===== src/asf_consts.svh =====
`ifndef ASF_CONSTS_SVH
`define ASF_CONSTS_SVH

// ----------------------------------------------------------------
// Timing
// ----------------------------------------------------------------
`define ASF_CLK_HZ        10000000
`define ASF_BAUD          1250000
`define ASF_GAP_MS        100
`define ASF_TLM_PERIOD_S  60

// ----------------------------------------------------------------
// Frame layout
// ----------------------------------------------------------------
`define ASF_PREAMBLE      16'hA140
`define ASF_CRC_POLY      24'hFFF409
`define ASF_LONG_BITS     7'd112
`define ASF_SHORT_BITS    7'd56
`define ASF_LONG_CRC_AT   7'd88
`define ASF_SHORT_CRC_AT  7'd32
`define ASF_DF_ALLCALL    5'd11
`define ASF_DF_EXTSQ      5'd17
`define ASF_MODEL_ENG     8'h0E
`define ASF_MODEL_FLT     8'h0F
`define ASF_INIT_PATTERN  104'h00112233445566778899AABBCC

// ----------------------------------------------------------------
// Sentence characters and lengths
// ----------------------------------------------------------------
`define ASF_CH_STAR       8'h2A
`define ASF_CH_SEMI       8'h3B
`define ASF_CH_CR         8'h0D
`define ASF_CH_LF         8'h0A
`define ASF_CH_HASH       8'h23
`define ASF_CH_DOT        8'h2E
`define ASF_CH_COMMA      8'h2C
`define ASF_CH_V          8'h56
`define ASF_CH_M          8'h6D
`define ASF_CH_A          8'h41
`define ASF_CH_C          8'h43
`define ASF_CH_PLUS       8'h2B
`define ASF_CH_MINUS      8'h2D
`define ASF_TLM_LEN       6'd31
`define ASF_FRAME_EXTRA   6'd4

`endif


===== src/asf_pkg.sv =====
package asf_pkg;

   typedef enum logic [1:0] {CAP_SEARCH, CAP_DATA, CAP_PUSH} asf_cap_t;
   typedef enum logic {SER_IDLE, SER_SEND} asf_ser_t;
   typedef enum logic [1:0] {KIND_INIT, KIND_TLM, KIND_FRAME} asf_kind_t;

   typedef struct packed {
      logic         longFrame;
      logic [111:0] data;
   } asf_frame_t;

   typedef struct packed {
      logic [11:0] voltBcd;
      logic [15:0] currBcd;
      logic        tempNeg;
      logic [7:0]  tempBcd;
   } asf_tlm_t;

endpackage : asf_pkg


===== src/asf_squitter_serializer.sv =====
`timescale 1ns/1ns
`default_nettype none
`include "asf_consts.svh"
// Notes on behaviour
// [RQ1] UART output 1250000 baud, 8-N-1
// [RQ2] Bit rate fixed at build, 9600 to 1.25M
// [RQ3] Search header continuously, then capture datagram
// [RQ4] Recover 1 Mbps bits, 56 or 112 long
// [RQ5] Pass only formats 11 and 17
// [RQ6] Send only when check value matches
// [RQ7] ASCII build: two hex chars, high first
// [RQ8] ASCII sentences fixed 18 or 32 chars
// [RQ9] Binary build: raw bytes, 11 or 18 chars
// [RQ10] Star prefix; semicolon, CR, LF suffix
// [RQ11] Initial sentence first: model byte, pattern
// [RQ12] Telemetry every 60 s: V, I, T, count
// [RQ13] Telemetry: hash, fixed comma fields, semicolon
// [RQ14] Temperature always signed, two digits
// [RQ15] Eight-digit counter wraps 99999999 to zero
// [RQ16] Activity on while datagram is sent
// [RQ17] No receive input; format fixed at build
// [RQ18] Host reads address after first byte
// [RQ19] Engineering build spaces frames 100 ms
// [RQ20] Telemetry at least once per minute
// [RQ21] 24-bit Mode S parity over leading bits
// [RQ22] Idle high, start bit low, LSB first
// [RQ23] Counter counts passing frames, clears on reset

module asf_squitter_serializer
   import asf_pkg::*;
#(
   parameter int unsigned BAUD         = `ASF_BAUD,
   parameter bit          FLIGHT_BUILD = 1'b1,
   parameter bit          BINARY_OUT   = 1'b0,
   parameter int unsigned DEPTH        = 2,
   parameter int unsigned TLM_CYC      = `ASF_TLM_PERIOD_S * `ASF_CLK_HZ,
   parameter int unsigned GAP_CYC      = `ASF_GAP_MS * (`ASF_CLK_HZ / 1000)
)
(
   input  wire logic     clk,
   input  wire logic     rst_n,
   input  wire logic     clkEn,
   input  wire logic     chipIn,
   input  wire logic     chipValid,
   input  wire asf_tlm_t tlmIn,
   output logic          txd,
   output logic          activity
);

   localparam int unsigned DIV = `ASF_CLK_HZ / BAUD;   // [RQ1] [RQ2]
   localparam int unsigned AW  = (DEPTH > 1) ? $clog2(DEPTH) : 1;

   // ----------------------------------------------------------------
   // Helpers
   // ----------------------------------------------------------------
   function automatic logic [23:0] crcStep(logic [23:0] c, logic b);
      return {c[22:0], 1'b0} ^ ((c[23] ^ b) ? `ASF_CRC_POLY : 24'h0);
   endfunction : crcStep

   function automatic logic [31:0] bcdInc(logic [31:0] v);
      logic [31:0] r;
      logic        cy;
      r  = v;
      cy = 1'b1;
      for (int k = 0; k < 8; k++)
      begin
         if (cy)
         begin
            if (r[4*k +: 4] == 4'h9)
               r[4*k +: 4] = 4'h0;   // [RQ15]
            else
            begin
               r[4*k +: 4] = r[4*k +: 4] + 4'h1;
               cy          = 1'b0;
            end
         end
      end
      return r;
   endfunction : bcdInc

   function automatic logic [7:0] digAsc(logic [3:0] d);
      return {4'h3, d};
   endfunction : digAsc

   function automatic logic [7:0] hexAsc(logic [3:0] d);
      return (d < 4'hA) ? {4'h3, d} : 8'h37 + {4'h0, d};   // [RQ7]
   endfunction : hexAsc

   function automatic logic [5:0] payLen(logic lng);
      if (BINARY_OUT)
         return lng ? 6'd14 : 6'd7;   // [RQ9] [RQ17]
      return lng ? 6'd28 : 6'd14;     // [RQ8]
   endfunction : payLen

   function automatic logic [7:0] tlmChar(logic [5:0] i, asf_tlm_t t,
                                          logic [31:0] c);
      logic [7:0] ch;
      ch = `ASF_CH_LF;
      case (i)   // [RQ13] [RQ14]
         6'd0:  ch = `ASF_CH_HASH;
         6'd1:  ch = digAsc(t.voltBcd[11:8]);
         6'd2:  ch = `ASF_CH_DOT;
         6'd3:  ch = digAsc(t.voltBcd[7:4]);
         6'd4:  ch = digAsc(t.voltBcd[3:0]);
         6'd5:  ch = `ASF_CH_V;
         6'd6:  ch = `ASF_CH_COMMA;
         6'd7:  ch = digAsc(t.currBcd[15:12]);
         6'd8:  ch = digAsc(t.currBcd[11:8]);
         6'd9:  ch = digAsc(t.currBcd[7:4]);
         6'd10: ch = `ASF_CH_DOT;
         6'd11: ch = digAsc(t.currBcd[3:0]);
         6'd12: ch = `ASF_CH_M;
         6'd13: ch = `ASF_CH_A;
         6'd14: ch = `ASF_CH_COMMA;
         6'd15: ch = t.tempNeg ? `ASF_CH_MINUS : `ASF_CH_PLUS;
         6'd16: ch = digAsc(t.tempBcd[7:4]);
         6'd17: ch = digAsc(t.tempBcd[3:0]);
         6'd18: ch = `ASF_CH_C;
         6'd19: ch = `ASF_CH_COMMA;
         6'd28: ch = `ASF_CH_SEMI;
         6'd29: ch = `ASF_CH_CR;
         default:
         begin
            if (i >= 6'd20 && i <= 6'd27)
               ch = digAsc(c[31 - 4*int'(i - 6'd20) -: 4]);
         end
      endcase
      return ch;
   endfunction : tlmChar

   function automatic logic [7:0] charAt(asf_kind_t k, logic [5:0] i,
                                         asf_frame_t f, asf_tlm_t t,
                                         logic [31:0] c);
      logic [111:0] al;
      logic [5:0]   pl;
      logic [5:0]   j;
      logic [7:0]   ch;
      al = f.longFrame ? f.data : {f.data[55:0], 56'h0};
      pl = payLen(f.longFrame);
      j  = i - 6'd1;
      ch = `ASF_CH_LF;
      if (k == KIND_TLM)
         ch = tlmChar(i, t, c);
      else if (i == 6'd0)
         ch = `ASF_CH_STAR;   // [RQ10]
      else if (i <= pl)
      begin
         if (BINARY_OUT)
            ch = al[111 - 8*int'(j) -: 8];   // [RQ9]
         else
            ch = hexAsc(al[111 - 4*int'(j) -: 4]);   // [RQ7]
      end
      else if (i == pl + 6'd1)
         ch = `ASF_CH_SEMI;   // [RQ10]
      else if (i == pl + 6'd2)
         ch = `ASF_CH_CR;
      return ch;
   endfunction : charAt

   // ----------------------------------------------------------------
   // Capture: header search, bit recovery, filter and check
   // ----------------------------------------------------------------
   asf_cap_t     capSt_ff, nxt_capSt;
   logic [15:0]  chipSr_ff, nxt_chipSr;
   logic         phase_ff, nxt_phase;
   logic [6:0]   bitCnt_ff, nxt_bitCnt;
   logic [111:0] dat_ff, nxt_dat;
   logic [23:0]  crc_ff, nxt_crc;
   logic         longF_ff, nxt_longF;
   logic [31:0]  sqCnt_ff, nxt_sqCnt;
   logic         pushValid, pushReady;
   logic         lngNow;
   logic [4:0]   df;

   always_comb
   begin
      nxt_capSt  = capSt_ff;
      nxt_chipSr = chipSr_ff;
      nxt_phase  = phase_ff;
      nxt_bitCnt = bitCnt_ff;
      nxt_dat    = dat_ff;
      nxt_crc    = crc_ff;
      nxt_longF  = longF_ff;
      nxt_sqCnt  = sqCnt_ff;
      pushValid  = 1'b0;
      lngNow     = (bitCnt_ff == 7'd0) ? chipIn : longF_ff;
      df         = longF_ff ? dat_ff[111:107] : dat_ff[55:51];
      case (capSt_ff)
         CAP_SEARCH:
         begin
            if (chipValid)
            begin
               nxt_chipSr = {chipSr_ff[14:0], chipIn};   // [RQ3]
               if ({chipSr_ff[14:0], chipIn} == `ASF_PREAMBLE)
               begin
                  nxt_capSt  = CAP_DATA;
                  nxt_chipSr = 16'h0;
                  nxt_phase  = 1'b0;
                  nxt_bitCnt = 7'd0;
                  nxt_crc    = 24'h0;
                  nxt_dat    = 112'h0;
               end
            end
         end
         CAP_DATA:
         begin
            if (chipValid)
            begin
               nxt_phase = ~phase_ff;
               if (!phase_ff)
               begin
                  nxt_dat    = {dat_ff[110:0], chipIn};   // [RQ4]
                  nxt_longF  = lngNow;
                  nxt_bitCnt = bitCnt_ff + 7'd1;
                  if (bitCnt_ff < (lngNow ? `ASF_LONG_CRC_AT
                                          : `ASF_SHORT_CRC_AT))
                     nxt_crc = crcStep(crc_ff, chipIn);   // [RQ21]
                  if (bitCnt_ff + 7'd1 == (lngNow ? `ASF_LONG_BITS
                                                  : `ASF_SHORT_BITS))
                     nxt_capSt = CAP_PUSH;
               end
            end
         end
         CAP_PUSH:
         begin
            if (((df == `ASF_DF_ALLCALL) || (df == `ASF_DF_EXTSQ))   // [RQ5]
                && (dat_ff[23:0] == crc_ff))                         // [RQ6]
            begin
               pushValid = 1'b1;
               if (pushReady)
               begin
                  nxt_sqCnt = bcdInc(sqCnt_ff);   // [RQ23]
                  nxt_capSt = CAP_SEARCH;
               end
            end
            else
               nxt_capSt = CAP_SEARCH;
         end
         default: nxt_capSt = CAP_SEARCH;
      endcase
   end

   always_ff @(posedge clk or negedge rst_n)
   begin
      if (!rst_n)
      begin
         capSt_ff  <= CAP_SEARCH;
         chipSr_ff <= 16'h0;
         phase_ff  <= 1'b0;
         bitCnt_ff <= 7'd0;
         dat_ff    <= 112'h0;
         crc_ff    <= 24'h0;
         longF_ff  <= 1'b0;
         sqCnt_ff  <= 32'h0;   // [RQ23]
      end
      else if (clkEn)
      begin
         capSt_ff  <= nxt_capSt;
         chipSr_ff <= nxt_chipSr;
         phase_ff  <= nxt_phase;
         bitCnt_ff <= nxt_bitCnt;
         dat_ff    <= nxt_dat;
         crc_ff    <= nxt_crc;
         longF_ff  <= nxt_longF;
         sqCnt_ff  <= nxt_sqCnt;
      end
   end

   // ----------------------------------------------------------------
   // Frame buffer between capture and serializer
   // ----------------------------------------------------------------
   asf_frame_t        mem_ff [DEPTH];
   asf_frame_t        nxt_mem [DEPTH];
   logic [AW-1:0]     wrPtr_ff, nxt_wrPtr, rdPtr_ff, nxt_rdPtr;
   logic [AW:0]       fill_ff, nxt_fill;
   logic              popValid, popReady;
   asf_frame_t        popData;

   always_comb
   begin
      nxt_mem   = mem_ff;
      nxt_wrPtr = wrPtr_ff;
      nxt_rdPtr = rdPtr_ff;
      nxt_fill  = fill_ff;
      pushReady = (fill_ff != (AW+1)'(DEPTH));
      popValid  = (fill_ff != '0);
      popData   = mem_ff[rdPtr_ff];
      if (pushValid && pushReady)
      begin
         nxt_mem[wrPtr_ff] = '{longFrame: longF_ff, data: dat_ff};
         nxt_wrPtr = (wrPtr_ff == AW'(DEPTH - 1)) ? '0 : wrPtr_ff + 1'b1;
      end
      if (popValid && popReady)
         nxt_rdPtr = (rdPtr_ff == AW'(DEPTH - 1)) ? '0 : rdPtr_ff + 1'b1;
      if ((pushValid && pushReady) && !(popValid && popReady))
         nxt_fill = fill_ff + 1'b1;
      else if (!(pushValid && pushReady) && (popValid && popReady))
         nxt_fill = fill_ff - 1'b1;
   end

   always_ff @(posedge clk or negedge rst_n)
   begin
      if (!rst_n)
      begin
         for (int k = 0; k < DEPTH; k++)
            mem_ff[k] <= '0;
         wrPtr_ff <= '0;
         rdPtr_ff <= '0;
         fill_ff  <= '0;
      end
      else if (clkEn)
      begin
         mem_ff   <= nxt_mem;
         wrPtr_ff <= nxt_wrPtr;
         rdPtr_ff <= nxt_rdPtr;
         fill_ff  <= nxt_fill;
      end
   end

   // ----------------------------------------------------------------
   // Sentence sequencer and UART transmitter
   // ----------------------------------------------------------------
   asf_ser_t    serSt_ff, nxt_serSt;
   asf_kind_t   kind_ff, nxt_kind;
   logic [5:0]  idx_ff, nxt_idx;
   asf_frame_t  pay_ff, nxt_pay;
   asf_tlm_t    tSnap_ff, nxt_tSnap;
   logic [31:0] cSnap_ff, nxt_cSnap;
   logic        initDone_ff, nxt_initDone;
   logic        tlmDue_ff, nxt_tlmDue;
   logic [31:0] tlmCnt_ff, nxt_tlmCnt;
   logic [31:0] gapCnt_ff, nxt_gapCnt;
   logic [8:0]  txSr_ff, nxt_txSr;
   logic [3:0]  txBits_ff, nxt_txBits;
   logic [15:0] txDiv_ff, nxt_txDiv;
   logic        txd_ff, nxt_txd;
   logic        act_ff, nxt_act;
   logic [5:0]  sentLen;
   logic [7:0]  curChar;

   always_comb
   begin
      nxt_serSt    = serSt_ff;
      nxt_kind     = kind_ff;
      nxt_idx      = idx_ff;
      nxt_pay      = pay_ff;
      nxt_tSnap    = tSnap_ff;
      nxt_cSnap    = cSnap_ff;
      nxt_initDone = initDone_ff;
      nxt_tlmDue   = tlmDue_ff;
      nxt_tlmCnt   = tlmCnt_ff;
      nxt_gapCnt   = gapCnt_ff;
      nxt_txSr     = txSr_ff;
      nxt_txBits   = txBits_ff;
      nxt_txDiv    = txDiv_ff;
      nxt_txd      = txd_ff;
      nxt_act      = act_ff;
      popReady     = 1'b0;
      sentLen = (kind_ff == KIND_TLM) ? `ASF_TLM_LEN
              : payLen(pay_ff.longFrame) + `ASF_FRAME_EXTRA;
      curChar = charAt(kind_ff, idx_ff, pay_ff, tSnap_ff, cSnap_ff);
      if (gapCnt_ff != 32'h0)
         nxt_gapCnt = gapCnt_ff - 32'h1;
      // One bit period per DIV cycles, stop bit included
      if (txBits_ff != 4'h0)
      begin
         if (txDiv_ff == 16'h0)
         begin
            nxt_txDiv  = 16'(DIV - 1);
            nxt_txBits = txBits_ff - 4'h1;
            if (txBits_ff > 4'h1)
            begin
               nxt_txd  = txSr_ff[0];   // [RQ22]
               nxt_txSr = {1'b1, txSr_ff[8:1]};
            end
         end
         else
            nxt_txDiv = txDiv_ff - 16'h1;
      end
      case (serSt_ff)
         SER_IDLE:
         begin
            nxt_idx = 6'd0;
            if (!initDone_ff)
            begin
               nxt_initDone = 1'b1;   // [RQ11]
               nxt_kind     = KIND_INIT;
               nxt_pay      = '{longFrame: 1'b1,
                                data: {FLIGHT_BUILD ? `ASF_MODEL_FLT
                                                    : `ASF_MODEL_ENG,
                                       `ASF_INIT_PATTERN}};
               nxt_serSt    = SER_SEND;
            end
            else if (tlmDue_ff)
            begin
               nxt_tlmDue = 1'b0;   // [RQ12]
               nxt_kind   = KIND_TLM;
               nxt_tSnap  = tlmIn;
               nxt_cSnap  = sqCnt_ff;
               nxt_serSt  = SER_SEND;
            end
            else if (popValid && (gapCnt_ff == 32'h0))   // [RQ19]
            begin
               popReady  = 1'b1;
               nxt_kind  = KIND_FRAME;
               nxt_pay   = popData;
               nxt_act   = 1'b1;   // [RQ16]
               nxt_serSt = SER_SEND;
            end
         end
         SER_SEND:
         begin
            if (txBits_ff == 4'h0)
            begin
               if (idx_ff == sentLen)
               begin
                  nxt_serSt = SER_IDLE;
                  nxt_act   = 1'b0;   // [RQ16]
                  if (kind_ff == KIND_FRAME && !FLIGHT_BUILD)
                     nxt_gapCnt = GAP_CYC;   // [RQ19]
               end
               else
               begin
                  nxt_txd    = 1'b0;   // [RQ22]
                  nxt_txSr   = {1'b1, curChar};   // [RQ1]
                  nxt_txBits = 4'd10;
                  nxt_txDiv  = 16'(DIV - 1);
                  nxt_idx    = idx_ff + 6'd1;
               end
            end
         end
         default: nxt_serSt = SER_IDLE;
      endcase
      // Timer expiry after the clear so a coincident tick is kept
      if (tlmCnt_ff == TLM_CYC - 1)
      begin
         nxt_tlmCnt = 32'h0;
         nxt_tlmDue = 1'b1;   // [RQ20]
      end
      else
         nxt_tlmCnt = tlmCnt_ff + 32'h1;
   end

   always_ff @(posedge clk or negedge rst_n)
   begin
      if (!rst_n)
      begin
         serSt_ff    <= SER_IDLE;
         kind_ff     <= KIND_INIT;
         idx_ff      <= 6'd0;
         pay_ff      <= '0;
         tSnap_ff    <= '0;
         cSnap_ff    <= 32'h0;
         initDone_ff <= 1'b0;
         tlmDue_ff   <= 1'b0;
         tlmCnt_ff   <= 32'h0;
         gapCnt_ff   <= 32'h0;
         txSr_ff     <= 9'h1FF;
         txBits_ff   <= 4'h0;
         txDiv_ff    <= 16'h0;
         txd_ff      <= 1'b1;   // [RQ22]
         act_ff      <= 1'b0;
      end
      else if (clkEn)
      begin
         serSt_ff    <= nxt_serSt;
         kind_ff     <= nxt_kind;
         idx_ff      <= nxt_idx;
         pay_ff      <= nxt_pay;
         tSnap_ff    <= nxt_tSnap;
         cSnap_ff    <= nxt_cSnap;
         initDone_ff <= nxt_initDone;
         tlmDue_ff   <= nxt_tlmDue;
         tlmCnt_ff   <= nxt_tlmCnt;
         gapCnt_ff   <= nxt_gapCnt;
         txSr_ff     <= nxt_txSr;
         txBits_ff   <= nxt_txBits;
         txDiv_ff    <= nxt_txDiv;
         txd_ff      <= nxt_txd;
         act_ff      <= nxt_act;
      end
   end

   assign txd      = txd_ff;
   assign activity = act_ff;

endmodule : asf_squitter_serializer
`default_nettype wire


===== config.mk =====
export PLATFORM = sky130hd
export DESIGN_NAME = asf_squitter_serializer
export DESIGN_NICKNAME = d
export VERILOG_FILES = /design/src/asf_pkg.sv /design/src/asf_squitter_serializer.sv
export VERILOG_INCLUDE_DIRS = /design/src
export SDC_FILE = /design/constraint.sdc
export NUM_CORES = 1
export LEC_CHECK = 0
export BUFFER_PORTS_ARGS = -buffer_cell sky130_fd_sc_hd__buf_2
export CAP_MARGIN = 20
export CORE_ASPECT_RATIO = 1.5
export CORE_MARGIN = 2
export CORE_UTILIZATION = 48
export CTS_CLUSTER_DIAMETER = 40
export DETAILED_ROUTE_END_ITERATION = 16
export GPL_TIMING_DRIVEN = 0
export HOLD_SLACK_MARGIN = 0.08
export MAX_ROUTING_LAYER = met4
export PLACE_DENSITY_LB_ADDON = 0.2
export SLEW_MARGIN = 5
export SYNTH_ARGS = -nofsm -noshare
export SYNTH_HDL_FRONTEND = slang
export SYNTH_SLANG_ARGS = --single-unit
export TNS_END_PERCENT = 100

===== constraint.sdc =====
create_clock -name clk -period 9.95 [get_ports clk]
set_input_delay 0.4975 -clock clk [delete_from_list [all_inputs] [get_ports clk]]
set_output_delay 0.4975 -clock clk [all_outputs]
set_load 0.05 [all_outputs]

### Word-level counts from Yosys, hierarchy flattened

Cells that the tools add are included.

| word-level totals | value |
|---|---|
| input port bits | 42 |
| output and inout port bits | 2 |
| word-level logic and storage cells | 343 |
| bits in read-only memories | 0 |
| latch bits | 0 |
| register bits after elaboration | 712 |
| memory bits (writable) | 0 |
| memories | 0 |

| cells by class | value |
|---|---|
| bitwise gates (word level) | 6 |
| shifts and indexed selects | 2 |
| div/mod/pow operators | 0 |
| multiply operators | 0 |
| muxes and demuxes | 150 |
| magnitude comparators | 9 |
| reductions and logical operators | 50 |
| equality and inequality tests | 59 |
| add/subtract/negate cells | 26 |

Operators by type and width:

| kind | number |
|---|---|
| $mux W113 | 7 |
| $mux W112 | 5 |
| $bwmux W226 | 1 |
| $pmux W112 S2 | 1 |
| $mux W24 | 6 |
| $pmux W7 S19 | 1 |
| $shiftx A115 B9 Y4 | 1 |
| $demux W113 S1 | 1 |
| $mux W16 | 5 |
| $mux W1 | 64 |
| $mux W7 | 9 |
| $mux W9 | 6 |
| $mux W4 | 13 |
| $eq A6 B4 Y1 const B | 8 |
| $pmux W24 S2 | 1 |
| $reduce_and A5 Y1 | 8 |
| $eq A6 B5 Y1 const B | 6 |
| $shiftx A35 B10 Y4 | 1 |
| $add A32 B1 Y32 const B | 1 |
| $add A4 B1 Y4 const B | 8 |
| $eq A32 B30 Y1 const B | 1 |
| $eq A4 B4 Y1 const B | 8 |
| $logic_not A32 Y1 | 1 |
| $mux W32 | 1 |
| 71 further kinds | 138 |

### Depth between registers and ports, before layout

| depth | value |
|---|---|
| depth in word-level cells | 31 |
| mapped depth | 19 |
| mapped depth without buffers | 14 |

### Least setup slack after synthesis

Ideal clock, no wire load.

| timing path | value |
|---|---|
| path kind | register to register |
| start | register idx_ff[0] |
| end | register txSr_ff[2] |
| arrival time | 4213 ps |
| cell stages (with the launch flop) | 20 |
| setup time | 73 ps |
| data required time | 9877 ps |
| period minus slack after synthesis | 4286 ps |
| slack | 5664 ps |
| cells stage by stage | dfrtp_1 > buf_4 > buf_4 > buf_4 > inv_1 > ha_1 > xnor2_4 > inv_2 > buf_1 > ha_1 > clkbuf_1 > mux4_2 > and2_1 > o21ai_0 > nand4_1 > o311ai_0 > ha_1 > nand4_1 > mux2_2 > a21oi_1 |

| between the ends | value |
|---|---|
| word-level cells in the longest chain between the ends | 11 |
| elaborated cells on any way between the ends | 50 |

RTL lines:

| item | line | source |
|---|---|---|
| from (decl) | asf_squitter_serializer.sv:325 | `logic [5:0] idx_ff, nxt_idx;` |
| from (signal assigned) | asf_squitter_serializer.sv:468 | `idx_ff <= nxt_idx;` |
| $sub A6 B1 Y6 | asf_squitter_serializer.sv:140 | `j = i - 6'd1;` |
| $sub A7 B8 Y9 | asf_squitter_serializer.sv:151 | `ch = hexAsc(al[111 - 4*int'(j) -: 4]);` |
| $shiftx A115 B9 Y4 | asf_squitter_serializer.sv:151 |  |
| $add A6 B4 Y7 or $lt A4 B4 Y1 (tied branches) | asf_squitter_serializer.sv:86 | `return (d < 4'hA) ? {4'h3, d} : 8'h37 + {4'h0, d};` |
| $mux W7 | asf_squitter_serializer.sv:86 |  |
| $mux W7 | asf_squitter_serializer.sv:146 | `else if (i <= pl)` |
| $mux W7 | asf_squitter_serializer.sv:144 | `else if (i == 6'd0)` |
| $mux W8 | asf_squitter_serializer.sv:142 | `if (k == KIND_TLM)` |
| $mux W9 (*) | asf_squitter_serializer.sv:415 | `if (idx_ff == sentLen)` |
| $mux W9 (*) | asf_squitter_serializer.sv:413 | `if (txBits_ff == 4'h0)` |
| $mux W9 (*) | asf_squitter_serializer.sv:380 | `case (serSt_ff)` |
| to (signal assigned) | asf_squitter_serializer.sv:476 | `txSr_ff <= nxt_txSr;` |
| to (decl) | asf_squitter_serializer.sv:333 | `logic [8:0] txSr_ff, nxt_txSr;` |

Mark *: on every way between the ends. The rest lies on a longest branch, timed or not.
A chain may end at the register's enable or synchronous reset.

### Final worst setup path

Same ends and word-level chain as after synthesis.

==> flow_metrics.py <==
metrics = {
    "outcome": {
        "outcome": "complete, no violations",
    },
    "setup_path": {
        "r2r_start": "idx_ff[0]",
        "worstRegToRegCells": 19,
        "flop2flop_setup_slack_ns": 4.05,
        "cp_data_required_time_ns": 10.51,
        "worst_setup_end_kind": "flop",
        "path_class": "reg -> reg",
        "reg2reg_to": "txSr_ff[2]",
        "worst_ep_arrival_time_ns": 6.46,
        "worstSetupStartpointType": "flop",
        "worst-path-max-fanout": 10,
    },
    "sta": {
        "final-hold-violation-count": 0,
        "slew_headroom": 0.247,
        "timing.final.crit_share": 0.593,
        "hold-worst-slack_ns": 0.0989,
        "rsz0062_at_grt": "no",
        "final.min_clock_period_ns": 5.90,
        "worst-slew-pin-transition_ns": 1.13,
        "timing.final.max_slew_violations": 0,
        "final.setup.worst_slack_ns": 4.05,
        "worst_clock_skew_ns": 0.0257,
        "timing.final.setup_violations": 0,
        "max_clock_freq_mhz": 170,
        "final.setup.tns_ns": 0,
    },
    "clock_tree": {
        "cts.root.buffer_cell": "sky130_fd_sc_hd__clkbuf_16",
        "cts_htree_levels": 3,
        "postCtsSetupBuffers": 0,
        "clkTransAtPathRegs_ns": 0.06,
        "clock_tree_from_tritoncts": "done",
        "post_cts_hold_buffer_count": 34,
        "clkLatencyLatePin_ns": 0.66,
        "tritoncts.num_buffers": 88,
        "cts_buffer_depth": 3,
        "cts_num_sinks": 712,
        "post_cts_resized": 0,
    },
    "placement": {
        "post_dp_cell_area_um2": 34900,
        "gp_routability_congestion": 0.940,
        "preCtsSetupSlack_ns": 4.08,
        "numPortBuffers": 42,
        "hpwl_reported_at_the_end_of_detailed_placement_um": 64700,
    },
    "die": {
        "floorplan.rows": 118,
        "design.die.area_um2": 71700,
        "core_area_um2": 68900,
        "initial_core_util": 0.484,
        "die_width_um": 219,
        "die_h_um": 327,
        "top_level_ports": 44,
    },
    "global_route": {
        "via_count_of_the_first_global_routing_pass": 25100,
        "antenna_found_initial": 1,
        "global_route_usage_sum": 0.264,
        "wire_length_of_the_first_global_routing_pass_um": 142000,
        "grt_max_degree": 119,
        "globalRouteOverflowTotal": 0,
    },
    "pwr": {
        "areal_power_density_over_the_cells_nw_per_um2": 219,
        "static-leakage-power_nw": 17.3,
        "totalPowerFinal_mw": 8.38,
        "ir_worst_vdd_uv": 167,
    },
    "synth": {
        "postSynthRegisterBits": 712,
        "cell_with_the_most_instances_after_synthesis": "sky130_fd_sc_hd__dfrtp_1",
        "synth-edff-count": 0,
        "synth_async_sr_flop_share": 1.00,
        "largest_area_contributor_in_the_synthesized_netlist": "sky130_fd_sc_hd__dfrtp_1",
        "synth_net_count": 3044,
        "yosysSeqAreaShare": 0.534,
        "netlist.area_leader.share": 0.526,
        "synthesis.yosys.warnings": 0,
        "synth_area_um2": 33400,
        "postSynthAreaPerCell_um2": 11.2,
        "yosysUniqueCellTypes": 91,
        "yosys-top-cells-area": "sky130_fd_sc_hd__dfrtp_1 (53%), sky130_fd_sc_hd__mux2_2 (6.9%), sky130_fd_sc_hd__nand2_1 (6.3%)",
        "ys_top_cells_by_count": "sky130_fd_sc_hd__dfrtp_1 (702), sky130_fd_sc_hd__nand2_1 (562), sky130_fd_sc_hd__mux2_2 (204)",
        "dominant_synthesized_flop_cell": "sky130_fd_sc_hd__dfrtp_1",
        "synthCells": 2976,
    },
    "drt": {
        "vias_per_cell": 5.82,
        "number_of_design_rule_violations_left_after_detail_routing": 0,
        "detailroute.wirelength.met2_um": 48100,
        "top_layer": "met4",
        "detail_route.wl_per_cell_um": 21.9,
        "number_of_search_and_repair_iterations_in_the_first_detailed_routing_pass": 5,
        "wirelength_um": 90300,
        "detail-route-antenna-nets": 0,
        "wl_met1_um": 35400,
        "total_number_of_vias": 24000,
        "wl_met3_um": 2950,
        "drt_iter0_markers": 1522,
    },
    "layout": {
        "final_net_count": 3220,
        "drive_gt1_frac": 0.172,
        "areaGrowthSynthToFinish_pct": 14.7,
        "final_area_um2": 38300,
        "layout.filler_cells": 5788,
    },
    "worst_hold_path": {
        "worst_hold_path.num_cells": 2,
        "hold_start": "tlmIn[19]",
        "holdPathEnd": "tSnap_ff[19]",
        "hold_path_class": "in -> reg",
    },
    "run": {
        "cap_violations": 0,
    },
}
worst max-delay path: stages, from the launching register on:
cell,delay [ns]
sky130_fd_sc_hd__dfrtp_1,0.45
sky130_fd_sc_hd__buf_4,0.31
sky130_fd_sc_hd__buf_4,0.28
sky130_fd_sc_hd__buf_4,0.30
sky130_fd_sc_hd__inv_1,0.27
sky130_fd_sc_hd__ha_1,0.41
sky130_fd_sc_hd__xnor2_4,0.42
sky130_fd_sc_hd__inv_2,0.19
sky130_fd_sc_hd__buf_1,0.29
sky130_fd_sc_hd__ha_1,0.42
sky130_fd_sc_hd__clkbuf_1,0.44
sky130_fd_sc_hd__nand2_1,0.31
sky130_fd_sc_hd__nor3b_1,0.26
sky130_fd_sc_hd__a211oi_1,0.11
sky130_fd_sc_hd__nand4_1,0.12
sky130_fd_sc_hd__o311ai_0,0.27
sky130_fd_sc_hd__ha_1,0.30
sky130_fd_sc_hd__nand4_1,0.08
sky130_fd_sc_hd__mux2_2,0.36
sky130_fd_sc_hd__a21oi_1,0.17
sequential cells by signal (all words and copies together), names as in the netlist, 6 cells and up:
register / flops
sqCnt_ff: 32
gapCnt_ff: 32
txDiv_ff: 16
tSnap_ff: 37
bitCnt_ff: 7
txSr_ff: 9
chipSr_ff: 15
tlmCnt_ff: 32
pay_ff: 113
mem_ff: 226
crc_ff: 24
idx_ff: 6
dat_ff: 112
cSnap_ff: 32
layout make-up:
| type | instances | area (um^2) | area share |
|---|---|---|---|
| antenna | 1 | 2.50 | 0.0000654 |
| buffer | 182 | 815 | 0.0213 |
| clock buffer | 109 | 2480 | 0.0647 |
| clock inverter | 51 | 546 | 0.0142 |
| inverter | 60 | 225 | 0.00588 |
| multi-input combinational | 2022 | 14500 | 0.379 |
| sequential | 712 | 17800 | 0.466 |
| tap | 900 | 1130 | 0.0294 |
| timing repair buffer | 86 | 766 | 0.0200 |
cells in the final DEF, fill, tap and decap left out, types with 20 or more instances in the layout:
cell / n
sky130_fd_sc_hd__nor2_1: 88
sky130_fd_sc_hd__nand3_1: 61
sky130_fd_sc_hd__buf_2: 70
sky130_fd_sc_hd__mux2_2: 204
sky130_fd_sc_hd__inv_1: 55
sky130_fd_sc_hd__nand2_1: 562
sky130_fd_sc_hd__o2bb2ai_1: 69
sky130_fd_sc_hd__xor2_1: 40
sky130_fd_sc_hd__a2bb2oi_1: 30
sky130_fd_sc_hd__nand2b_1: 23
sky130_fd_sc_hd__nor2b_1: 25
sky130_fd_sc_hd__clkbuf_1: 139
sky130_fd_sc_hd__o21ai_0: 110
sky130_fd_sc_hd__nand4_1: 36
sky130_fd_sc_hd__xnor2_1: 86
sky130_fd_sc_hd__dlygate4sd3_1: 34
sky130_fd_sc_hd__nor4_1: 23
sky130_fd_sc_hd__a2bb2oi_2: 20
sky130_fd_sc_hd__nor3_1: 39
sky130_fd_sc_hd__clkbuf_16: 93
sky130_fd_sc_hd__dfrtp_1: 702
sky130_fd_sc_hd__mux2i_1: 126
sky130_fd_sc_hd__mux4_2: 43
sky130_fd_sc_hd__a22o_1: 87
sky130_fd_sc_hd__a21oi_1: 43
sky130_fd_sc_hd__ha_1: 26
sky130_fd_sc_hd__and3_1: 23
cells by family after synthesis:
logic type | synth area share
buffers and inverters | 0.0312
DFF | 0.534
xor gates and xnor gates | 0.0339
AOI/OAI and AO/OA | 0.122
muxes | 0.136
and+or+nand+nor | 0.133
adders and majority gates | 0.00975
report_power, final:
part	total [mW]	internal [mW]	switching, mW
Combinational	1.76	0.715	1.04
Sequential	3.35	3.12	0.222
Clock	3.27	1.94	1.34
Total	8.38	5.77	2.61
per-layer routing:
metal / vias to the layer above / global-route usage
met4: 0 / 0.118
met1: 12200 / 0.299
met3: 191 / 0.0294
li1: 11000 / -
met5: - / -
met2: 568 / 0.467
stage by stage:
stage / utilization / instances
floorplan: - / 2976
global placement: 0.503 / 3918
detailed placement: 0.506 / 3926
CTS: 0.555 / 4120
global route: 0.555 / 4122
finish: 0.555 / 4123
worst max path at each step:
| stage | from | end | slack, ns | cells after the start |
|---|---|---|---|---|
| final | idx_ff[0] | txSr_ff[2] | 4.05 | 19 |
| after global routing | idx_ff[0] | txSr_ff[2] | 3.66 | 19 |
| after CTS | idx_ff[0] | txSr_ff[2] | 4.04 | 19 |
| after detailed placement | idx_ff[0] | txSr_ff[2] | 4.08 | 19 |
| after global placement | rst_n | dat_ff[81] | -6.09 | 1 |
| after floorplan | idx_ff[0] | txSr_ff[2] | 5.66 | 19 |
(Power assumes the default switching activity.)
